$ cat src/rtl/st_wdg_pkg.sv
// constants and types for the converter self-test supervisor
// Operation
// - threshold check enable per error kind
// - watchdog timer enable per algorithm
// - watchdog timeout value software programmable
// - capture failing test data per error kind
// - watchdog runs only in scan mode
// - fresh flag set on result, cleared on read
// - overwrite unread result sets lost flag
// - interrupt enables set or cleared by mask
// - all status flags readable as one word
// - clear selected status flags by mask
// - test data readable during steps 0, 2, C
// - test conversions only in normal sequences
// - nine self-test interrupt sources
package st_wdg_pkg;
  localparam int DATA_W = 16;
  localparam int TMR_W = 16;
  localparam int NUM_CH = 8;
  localparam int CH_W = 3;
  localparam int NUM_SRC = 9;
  localparam int NUM_KIND = 5;
  // status / enable bit positions
  localparam int BIT_FIRST_ALG_STEP0_FAULT = 0;
  localparam int BIT_ERR_S1 = 1;
  localparam int BIT_FIRST_ALG_STEP2_FAULT = 2;
  localparam int BIT_ERR_C = 3;
  localparam int BIT_END_S = 4;
  localparam int BIT_END_C = 5;
  localparam int BIT_CONV_END = 6;
  localparam int BIT_WDG_TIME = 7;
  localparam int BIT_WDG_SEQ = 8;
  // capture / threshold kinds
  localparam int KIND_S0 = 0;
  localparam int KIND_S1I = 1;
  localparam int KIND_S1F = 2;
  localparam int KIND_S2 = 3;
  localparam int KIND_C = 4;
  localparam logic [NUM_SRC-1:0] IEN_RST = 9'h000;
  localparam logic [TMR_W-1:0] TMR_RST = 16'hFFFF;
  localparam logic [DATA_W-1:0] DATA_RST = 16'h0000;
  // step codes of the running algorithm
  typedef enum logic [2:0] {
    STEP_IDLE, STEP_S0, STEP_S1, STEP_S2, STEP_C
  } step_t;
endpackage

$ cat src/rtl/result_flags.sv
// per-channel fresh and lost-data flags of the result words
`timescale 1ns/1ps
module result_flags (
  input wire logic mclk,
  input wire logic srst,
  input wire logic conv_done,
  input wire logic [st_wdg_pkg::CH_W-1:0] conv_ch,
  input wire logic rd_strobe,
  input wire logic [st_wdg_pkg::CH_W-1:0] rd_ch,
  output logic [st_wdg_pkg::NUM_CH-1:0] fresh,
  output logic [st_wdg_pkg::NUM_CH-1:0] lost
);
  typedef struct packed {
    logic [st_wdg_pkg::NUM_CH-1:0] fresh;
    logic [st_wdg_pkg::NUM_CH-1:0] lost;
  } rf_state_t;
  rf_state_t st_ff;
  rf_state_t nxt_st;

  always_comb begin
    nxt_st = st_ff;
    for (int i = 0; i < st_wdg_pkg::NUM_CH; i++) begin
      // read clears first, so a same-cycle completion still wins
      if (rd_strobe && rd_ch == i[st_wdg_pkg::CH_W-1:0]) begin
        nxt_st.fresh[i] = 1'b0;
        nxt_st.lost[i] = 1'b0;
      end
      if (conv_done && conv_ch == i[st_wdg_pkg::CH_W-1:0]) begin
        nxt_st.fresh[i] = 1'b1;
        // unread previous value is dropped
        if (st_ff.fresh[i] && !(rd_strobe && rd_ch == conv_ch)) begin
          nxt_st.lost[i] = 1'b1;
        end
      end
    end
  end

  always_ff @(posedge mclk) begin
    if (srst) begin
      st_ff <= '0;
    end else begin
      st_ff <= nxt_st;
    end
  end

  assign fresh = st_ff.fresh;
  assign lost = st_ff.lost;
endmodule

$ cat src/rtl/adc_self_test_watchdog.sv
// self-test supervisor: thresholds, watchdog, capture, status flags
`timescale 1ns/1ps
module adc_self_test_watchdog (
  input wire logic mclk,
  input wire logic srst,
  input wire logic self_test_enable,
  input wire logic scan_mode,
  input wire logic injected_active,
  input wire logic [st_wdg_pkg::NUM_KIND-1:0] thr_enable,
  input wire logic wdg_en_s,
  input wire logic wdg_en_c,
  input wire logic [st_wdg_pkg::TMR_W-1:0] wdg_timeout,
  input wire logic [st_wdg_pkg::DATA_W-1:0] thr_low,
  input wire logic [st_wdg_pkg::DATA_W-1:0] thr_high,
  input wire logic test_conv_done,
  input wire st_wdg_pkg::step_t test_step,
  input wire logic step1_fraction,
  input wire logic [st_wdg_pkg::DATA_W-1:0] test_data,
  input wire logic alg_s_end,
  input wire logic alg_c_end,
  input wire logic seq_error,
  input wire logic ien_set_strobe,
  input wire logic ien_clr_strobe,
  input wire logic [st_wdg_pkg::NUM_SRC-1:0] ien_mask,
  input wire logic stat_clr_strobe,
  input wire logic [st_wdg_pkg::NUM_SRC-1:0] stat_clr_mask,
  input wire logic [2:0] cap_sel,
  input wire logic conv_done,
  input wire logic [st_wdg_pkg::CH_W-1:0] conv_ch,
  input wire logic rd_strobe,
  input wire logic [st_wdg_pkg::CH_W-1:0] rd_ch,
  output logic [st_wdg_pkg::NUM_SRC-1:0] int_status,
  output logic [st_wdg_pkg::NUM_SRC-1:0] int_enable,
  output logic st_irq,
  output logic [st_wdg_pkg::DATA_W-1:0] fail_data,
  output logic [st_wdg_pkg::DATA_W-1:0] test_data_out,
  output logic test_data_valid,
  output logic [st_wdg_pkg::NUM_CH-1:0] result_fresh,
  output logic [st_wdg_pkg::NUM_CH-1:0] result_lost_flag
);
  // ********************************************
  // state
  // ********************************************
  typedef struct packed {
    logic [st_wdg_pkg::NUM_SRC-1:0] stat;
    logic [st_wdg_pkg::NUM_SRC-1:0] ien;
    logic irq;
    logic [st_wdg_pkg::NUM_KIND-1:0][st_wdg_pkg::DATA_W-1:0] cap;
    logic [st_wdg_pkg::DATA_W-1:0] fail;
    logic [st_wdg_pkg::DATA_W-1:0] live;
    logic live_vld;
    logic [st_wdg_pkg::TMR_W-1:0] tmr;
    logic s_run;
    logic c_run;
  } st_state_t;
  st_state_t st_ff;
  st_state_t nxt_st;

  logic [st_wdg_pkg::NUM_SRC-1:0] ev;
  logic test_ok;
  logic out_of_range;
  logic [2:0] kind;
  logic wdg_active;

  // ********************************************
  // events and next state
  // ********************************************
  always_comb begin
    nxt_st = st_ff;
    ev = '0;
    kind = 3'h0;
    // injected conversions never carry a test channel
    test_ok = test_conv_done && self_test_enable && !injected_active;
    out_of_range = (test_data < thr_low) || (test_data > thr_high);
    case (test_step)
      st_wdg_pkg::STEP_S0: kind = 3'(st_wdg_pkg::KIND_S0);
      st_wdg_pkg::STEP_S1: kind = step1_fraction ?
        3'(st_wdg_pkg::KIND_S1F) : 3'(st_wdg_pkg::KIND_S1I);
      st_wdg_pkg::STEP_S2: kind = 3'(st_wdg_pkg::KIND_S2);
      st_wdg_pkg::STEP_C: kind = 3'(st_wdg_pkg::KIND_C);
      default: kind = 3'h0;
    endcase
    if (test_ok && test_step != st_wdg_pkg::STEP_IDLE) begin
      ev[st_wdg_pkg::BIT_CONV_END] = 1'b1;
      if (thr_enable[kind] && out_of_range) begin
        nxt_st.cap[kind] = test_data;
        case (test_step)
          st_wdg_pkg::STEP_S0: ev[st_wdg_pkg::BIT_FIRST_ALG_STEP0_FAULT] = 1'b1;
          st_wdg_pkg::STEP_S1: ev[st_wdg_pkg::BIT_ERR_S1] = 1'b1;
          st_wdg_pkg::STEP_S2: ev[st_wdg_pkg::BIT_FIRST_ALG_STEP2_FAULT] = 1'b1;
          default: ev[st_wdg_pkg::BIT_ERR_C] = 1'b1;
        endcase
      end
      // live view only for steps that expose it
      if (test_step != st_wdg_pkg::STEP_S1) begin
        nxt_st.live = test_data;
        nxt_st.live_vld = 1'b1;
      end else begin
        nxt_st.live_vld = 1'b0;
      end
    end
    if (!self_test_enable) begin
      nxt_st.live_vld = 1'b0;
    end
    ev[st_wdg_pkg::BIT_END_S] = alg_s_end && self_test_enable;
    ev[st_wdg_pkg::BIT_END_C] = alg_c_end && self_test_enable;
    ev[st_wdg_pkg::BIT_WDG_SEQ] = seq_error && self_test_enable;

    // watchdog: one timer, runs while an enabled algorithm is pending
    if (test_ok && (test_step == st_wdg_pkg::STEP_S0 ||
        test_step == st_wdg_pkg::STEP_C) && st_ff.tmr == '0) begin
      nxt_st.s_run = st_ff.s_run || (test_step == st_wdg_pkg::STEP_S0);
      nxt_st.c_run = st_ff.c_run || (test_step == st_wdg_pkg::STEP_C);
    end
    if (alg_s_end) begin
      nxt_st.s_run = 1'b0;
    end
    if (alg_c_end) begin
      nxt_st.c_run = 1'b0;
    end
    // one-shot mode leaves the timer parked
    wdg_active = scan_mode && self_test_enable &&
      ((st_ff.s_run && wdg_en_s) || (st_ff.c_run && wdg_en_c));
    if (!wdg_active || alg_s_end || alg_c_end) begin
      nxt_st.tmr = '0;
    end else if (st_ff.tmr >= wdg_timeout - 16'h0001) begin
      ev[st_wdg_pkg::BIT_WDG_TIME] = 1'b1;
      nxt_st.tmr = '0;
      nxt_st.s_run = 1'b0;
      nxt_st.c_run = 1'b0;
    end else begin
      nxt_st.tmr = st_ff.tmr + 16'h0001;
    end

    // enables: clear mask then set mask, so a set beats a clear
    if (ien_clr_strobe) begin
      nxt_st.ien = nxt_st.ien & ~ien_mask;
    end
    if (ien_set_strobe) begin
      nxt_st.ien = nxt_st.ien | ien_mask;
    end
    // a new event beats a clear in the same cycle
    if (stat_clr_strobe) begin
      nxt_st.stat = st_ff.stat & ~stat_clr_mask;
    end
    nxt_st.stat = nxt_st.stat | ev;
    nxt_st.irq = |(nxt_st.stat & nxt_st.ien);
    nxt_st.fail = (cap_sel < 3'(st_wdg_pkg::NUM_KIND)) ?
      nxt_st.cap[cap_sel] : st_wdg_pkg::DATA_RST;
  end

  always_ff @(posedge mclk) begin
    if (srst) begin
      st_ff <= '0;
      st_ff.ien <= st_wdg_pkg::IEN_RST;
    end else begin
      st_ff <= nxt_st;
    end
  end

  // ********************************************
  // result flags
  // ********************************************
  result_flags u_flags (
    .mclk(mclk),
    .srst(srst),
    .conv_done(conv_done),
    .conv_ch(conv_ch),
    .rd_strobe(rd_strobe),
    .rd_ch(rd_ch),
    .fresh(result_fresh),
    .lost(result_lost_flag)
  );

  assign int_status = st_ff.stat;
  assign int_enable = st_ff.ien;
  assign st_irq = st_ff.irq;
  assign fail_data = st_ff.fail;
  assign test_data_out = st_ff.live;
  assign test_data_valid = st_ff.live_vld;
endmodule

$ cat config.mk
export PLATFORM = sky130hd
export DESIGN_NAME = adc_self_test_watchdog
export DESIGN_NICKNAME = d
export VERILOG_FILES = /design/src/rtl/st_wdg_pkg.sv /design/src/rtl/result_flags.sv /design/src/rtl/adc_self_test_watchdog.sv
export SDC_FILE = /design/constraint.sdc
export NUM_CORES = 1
export LEC_CHECK = 0
export BUFFER_PORTS_ARGS = -buffer_cell sky130_fd_sc_hd__buf_2
export CAP_MARGIN = 40
export CORE_MARGIN = 10
export CORE_UTILIZATION = 50
export CTS_CLUSTER_DIAMETER = 100
export DETAILED_ROUTE_END_ITERATION = 16
export HOLD_SLACK_MARGIN = 0.06
export PLACE_DENSITY = 0.86
export SYNTH_ARGS = -nofsm -noshare
export SYNTH_HDL_FRONTEND = slang
export SYNTH_SLANG_ARGS = --single-unit
$ cat constraint.sdc
create_clock -name mclk -period 3.77 [get_ports mclk]
set_clock_uncertainty 0.05 [all_clocks]
set_input_delay 0.377 -clock mclk [delete_from_list [all_inputs] [get_ports mclk]]
set_output_delay 0.377 -clock mclk [all_outputs]
set_load 0.01 [all_outputs]
==> out/results.txt, run 1 <==
Status: completed
First-pass GRT wire length: 39.22 mm
Placeable Area: 17,180 µm²
Setup Buffers After CTS: 0
Area after DPL: 9404 µm²
Fin crit share: 89.80%
Ys flop type: dfxtp_1
Port Buffers: 183
Final Core Density: 58.05%
Met1 usage: 24.53%
DRC Markers: 0
CTS sink cnt: 166
Most common cell after layout, fill and taps aside: buf_2
Post-synth ARST share: 0%
Die area: 23,090 µm²
Io pins: 184
CP required: 4.08 ns
Crit Reg-Reg Startpoint: st_ff[2]$_SDFF_PP0_
Die H: 151.9 µm
DRT iter0 DRCs: 689
Root Buffer: clkbuf_16
Maximum vdd drop: 0.3018 mV
Final instance area: 9971 µm²
Synth Cell Area: 8705 µm²
Antenna viol nets, final: 0
Synth Instances: 1,059
Max-slew violation count: 0
Crit path buffers/inverters: 2
Hold Violations, Final: 0
Final min period: 3.385 ns
Syn Area/Cell: 8.220 µm²
Inserted Clock Buffers: 17
Count of state elements after synthesis: 166
Clock Path Buffers: 2
Gr busiest metal: met2
Crit path max fanout: 8
Syn Nets: 1,225
Drt wl/cell: 17.17 µm
Startpoint Class: input port
Final setup violating endpoints: 0
Met3 Use GR: 5.955%
Highest clock rate: 0.2954 GHz
Initial Util: 50.68%
CP max stage cell: or4_1
Total gr overflow: 0
Final wirelength: 24.12 mm
CP startpoint: wdg_timeout[5]
Layout cells sized above 1: 20.93%
Pwr dens: 394.7 nW/µm²
Hold Crit Class: in -> reg
Least-Margin Pin Slew: 0.9289 ns
Met2 GRT Util: 33.00%
Commonest cells after routing, fill and taps aside: 182 x buf_2, 166 x dfxtp_1, 153 x nand2_1
Total of max-cap violations: 0
Hold_sp: alg_c_end
Critical path's largest stage delay: 0.56 ns
Top delay family on crit path: simple AND/OR/NAND/NOR gates
Leakage: 4.461 nW
CP Data Arrival Time: 3.70 ns
Synth cell types: 56
DP HPWL: 17.72 mm
FP Rows: 48
Final Net Count: 1,333
Initial antenna violation count: 0
CTS Hold Bufs: 0
Register area share after synthesis: 38.18%
EDFF count, synth: 0
Largest net degree at the start of global routing: 80
Clock Latency Late Sink: 0.43 ns
CTS tree: yes
Total number of vias: 7,863
Reg clk slew, reported paths: 0.06 ns
Yosys warnings: 0
Number of diodes: 0
Vias in the first global route: 7,824
Area added between synthesis and finish: 14.55%
Htree depth: 4
Pre-Repair DR Iteration Count: 5
Crit-path cells: buf_2 > or4_1 > nor4_1 > nand2_1 > or2_2 > nor4_1 > xnor2_1 > ha_1 > a21o_1 > a21o_1 > a21oi_1 > o21ai_1 > or3_1 > buf_4 > nor2_1
Critical Path Sink Type: flop
Setup CP Type: in -> reg
Unrepaired setup endpoints after global routing: no
Global placer's final weighted congestion: 0.8440
Via-per-instance ratio: 5.596
Chip width: 151.9 µm
Cts repair resizes: 0
Rel. slew slack: 37.20%
GRT Total Usage: 20.18%
[cells in the mapped netlist (3+ instances only)]
library cell	n	area (µm²)
dfxtp_1	166	3323
nand2_1	153	574.3
nor2_1	149	559.3
a21oi_1	98	490.5
buf_4	51	382.9
clkbuf_1	51	191.4
ha_1	50	625.6
o221ai_1	48	420.4
mux2i_1	47	470.5
inv_1	41	153.9
xnor2_1	18	157.7
nand3_1	17	85.08
a22oi_1	15	112.6
nor2b_1	14	87.58
xor2_1	13	113.9
nand4_1	12	75.07
a32oi_1	10	87.58
buf_2	10	50.05
nor4_1	10	62.56
a21o_1	8	60.06
nor3_1	8	40.04
o21ai_0	7	35.03
and3_1	5	31.28
nand3b_1	4	30.03
or3_1	4	25.02
a211oi_1	3	22.52
buf_6	3	33.78
nand2b_1	3	18.77
nor3b_1	3	22.52
o21ai_1	3	15.01
o22ai_1	3	18.77
[power breakdown]
group / internal [W] / switching (W) / total [W]
Combinational: 0.000172 / 0.000284 / 0.000456
Clock: 0.000929 / 0.000752 / 0.00168
Sequential: 0.00178 / 0.0000148 / 0.00180
Total: 0.00289 / 0.00105 / 0.00394
[sequential cells by signal, indices dropped and copies added (netlist names)]
register,flops
int_enable,9
int_status,9
u_flags.fresh,8
st_irq,1
test_data_out,16
u_flags.lost,8
test_data_valid,1
st_ff,98
fail_data,16
[worst reg2reg max path, stage by stage, from the launching register on]
cell and delay (ns):
dfxtp_1 0.40, inv_1 0.10, ha_1 0.27, nand2b_1 0.14
a21o_1 0.17, a21oi_1 0.17, o2111ai_1 0.14, nand2_1 0.08
o21ai_1 0.10, or3_1 0.34, buf_4 0.18, nor2_1 0.12
[area by class of cell]
type                       count  area (µm²)
clock buffer                  19       432.9
clock inverter                13       133.9
fill                        1527        7206
inverter                      41       153.9
multi-input combinational    737        4569
sequential                   166        3323
tap                          225       281.5
timing repair buffer         204        1076
[per-stage QoR]
stage	hold WS, ns	setup WS [ns]	std cells	TNS (ns)	total power (W)
finish	0.1217	0.3846	1405	0	0.003936
detailed placement	0.3970	-0.03726	1373	-0.2160	0.002289
global placement	0.3913	0.09399	1373	0	0.002274
global route	0.1093	0.1432	1405	0	0.004077
CTS	0.1077	0.3893	1405	0	0.003951
floorplan	0.3864	0.1389	1059	0	0.002129
[metal layers]
layer | up-vias | wire (µm)
met4 | 0 | 509
met5 | - | 0
li1 | 3843 | -
met2 | 333 | 11200
met3 | 36 | 1983
met1 | 3651 | 10430
[path summary, 6_finish.rpt]
| kind | to | slack (ns) | depth (start not counted) |
|---|---|---|---|
| min reg2reg | u_flags.lost[3]$_SDFF_PP0_ | 0.40 | 2 |
| max | st_ff[11]$_SDFF_PP0_ | 0.38 | 15 |
| min | st_ff[0]$_SDFF_PP0_ | 0.12 | 2 |
| max reg2reg | st_ff[11]$_SDFF_PP0_ | 1.47 | 11 |
[logic make-up (layout without fill, tap and decap cells)]
family                     after synthesis  in the layout  share of synthesized area (%)
AOI/OAI and AO/OA                      214            214                          16.76
xor gates and xnor gates                31             31                          3.119
adders and majority gates               50             50                          7.187
buffers and inverters                  156            277                          9.329
DFF                                    166            166                          38.18
muxes                                   47             47                          5.405
and+or+nand+nor                        395            395                          20.02
(Power assumes the default switching activity.)
==> run 2: changes to the inputs <==
CORE_UTILIZATION = 61   (was 50)
CTS_BUF_LIST = sky130_fd_sc_hd__clkbuf_4 sky130_fd_sc_hd__clkbuf_8   (was unset)
PLACE_DENSITY = 0.95   (was 0.86)
clock period = 4.1 ns   (was 3.77 ns; I/O delays follow)
==> out/results.txt, run 2 (synthesis results as in run 1) <==
Status: completed (unchanged)
Initial antenna violation count: 0 (unchanged)
R2R Setup Slk: 1.54 ns (was 1.47 ns)
CTS tree: yes (unchanged)
Hold Violations, Final: 0 (unchanged)
Highest clock rate: 0.2773 GHz
Top reg by flops: st_ff (unchanged)
Total number of vias: 7,990 (was 7,863)
Fin cells: 1,348 (was 1,405)
FF-to-FF path depth: 10 (was 11)
Crit path max fanout: 16 (was 8)
Cts repair resizes: 0 (unchanged)
DP HPWL: 17.67 mm (was 17.72 mm)
Crit Reg-Reg Startpoint: st_ff[2]$_SDFF_PP0_ (unchanged)
Final setup violating endpoints: 0 (unchanged)
Layout cells sized above 1: 20.29% (was 20.93%)
Max FFs per register: 98 (unchanged)
Rel. slew slack: 36.58% (was 37.20%)
Worst Hold Depth: 2 (unchanged)
FP Rows: 43 (was 48)
Fin crit share: 87.96%
TNS Setup: 0 ns (unchanged)
DRC Markers: 0 (unchanged)
Pre-Repair DR Iteration Count: 7 (was 5)
Setup Buffers After CTS: 0 (unchanged)
Vias in the first global route: 7,968 (was 7,824)
Chip width: 139.5 µm (was 151.9 µm)
CTS Hold Bufs: 0 (unchanged)
CP required: 4.44 ns (was 4.08 ns)
Port Buffers: 183 (unchanged)
Antenna viol nets, final: 0 (unchanged)
Unrepaired setup endpoints after global routing: no (unchanged)
CP Data Arrival Time: 3.95 ns (was 3.70 ns)
Reg clk slew, reported paths: 0.09 ns (was 0.06 ns)
Hold Crit Class: in -> reg (unchanged)
Initial Util: 62.47% (was 50.68%)
Max-slew violation count: 0 (unchanged)
Total of max-cap violations: 0 (unchanged)
DRT iter0 DRCs: 856 (was 689)
Total gr overflow: 0 (unchanged)
Area after DPL: 9261 µm² (was 9404 µm²)
Leakage: 4.338 nW (was 4.461 nW)
Clock Path Buffers: 2 (unchanged)
Least-Margin Pin Slew: 0.9381 ns (was 0.9289 ns)
Commonest cells after routing, fill and taps aside: 182 x buf_2, 166 x dfxtp_1, 153 x nand2_1 (unchanged)
Final instance area: 9694 µm² (was 9971 µm²)
Startpoint Class: input port (unchanged)
Root Buffer: clkbuf_8 (was clkbuf_16)
Pwr dens: 344.2 nW/µm² (was 394.7 nW/µm²)
Drt wl/cell: 17.99 µm (was 17.17 µm)
Io pins: 184 (unchanged)
Final Net Count: 1,321 (was 1,333)
Placed Instances: 1,316 (was 1,373)
Inserted Clock Buffers: 17 (unchanged)
Htree depth: 4 (unchanged)
Hold endpoint: st_ff[0]$_SDFF_PP0_ (unchanged)
Clock Latency Late Sink: 0.46 ns (was 0.43 ns)
Most common cell after layout, fill and taps aside: buf_2 (unchanged)
Via-per-instance ratio: 5.927 (was 5.596)
Die area: 19,450 µm² (was 23,090 µm²)
Number of diodes: 0 (unchanged)
Critical Path Sink Type: flop (unchanged)
GRT Total Usage: 24.07% (was 20.18%)
Largest net degree at the start of global routing: 82 (was 80)
Final wirelength: 24.24 mm (was 24.12 mm)
Global placer's final weighted congestion: 0.8857 (was 0.8440)
Area added between synthesis and finish: 11.37% (was 14.55%)
First-pass GRT wire length: 39.21 mm (was 39.22 mm)
Maximum vdd drop: 0.2055 mV (was 0.3018 mV)
FF-to-FF End: st_ff[6]$_SDFF_PP0_ (was st_ff[11]$_SDFF_PP0_)
Die H: 139.5 µm (was 151.9 µm)
Placeable Area: 13,930 µm² (was 17,180 µm²)
Hold_sp: alg_c_end (unchanged)
Setup CP Type: in -> reg (unchanged)
CTS sink cnt: 166 (unchanged)
Final min period: 3.606 ns
[run 2: cell types whose count changed in the layout (fill, tap and decap cells not counted), moves of 3 or more]
cell and delta:
buf_4 -13, clkbuf_16 -17, clkbuf_8 +19, clkinvlp_4 +3
inv_6 -6
[run 2: critical path, cell delays in order]
cell and delay [ns]:
buf_2 0.11, or4_1 0.59, nor4_1 0.29, nand2_1 0.13, or2_2 0.32, nor4_1 0.24
xnor2_1 0.18, ha_1 0.29, a21o_1 0.19, a21o_1 0.17, a21oi_1 0.15, o21ai_1 0.12
or3_1 0.55, nor2_1 0.19
[run 2: metrics by stage]
step	utilization [%]	setup WS, ns	hold slack (ns)	total power [W]
after floorplan	-	0.4359	0.3864	0.001958
after global placement	66.38	0.2542	0.3912	0.002077
after detailed placement	66.46	0.06851	0.3971	0.002096
after CTS	69.57	0.5485	0.08515	0.003344
after global routing	69.57	0.2984	0.08993	0.003465
final	69.57	0.4936	0.1103	0.003337
[run 2: cell type report]
cell class              instances  area (µm²)
well taps                     180       225.2
inverters                      41       153.9
multi-input cells             737        4569
repair buffers                192       989.7
flip-flops and latches        166        3323
fillers                      1062        4240
clock buffers                  19       261.5
clock inverters                13       171.4
[run 2: worst max-delay path by stage]
stage                                 endpoint      startpoint  slack (ns)  cells past startpoint
after CTS                  st_ff[6]$_SDFF_PP0_  wdg_timeout[5]        0.55                     14
after detailed placement   st_ff[6]$_SDFF_PP0_  wdg_timeout[5]        0.07                     14
after global placement    st_ff[17]$_SDFF_PP0_  wdg_timeout[5]        0.25                     14
final                      st_ff[6]$_SDFF_PP0_  wdg_timeout[5]        0.49                     14
after global routing       st_ff[6]$_SDFF_PP0_  wdg_timeout[5]        0.30                     14
after floorplan           st_ff[10]$_SDFF_PP0_  wdg_timeout[5]        0.44                     15
[run 2: power breakdown]
part | internal (W) | switching [W]
sequential | 0.00164 | 0.0000140
combinational | 0.000153 | 0.000260
clock | 0.000643 | 0.000628
[run 2: layer usage]
layer	track usage, %	share of wire [%]
met5	0	0
met4	10.05	2.2
met3	8.200	10
met2	39.61	47
met1	27.92	40
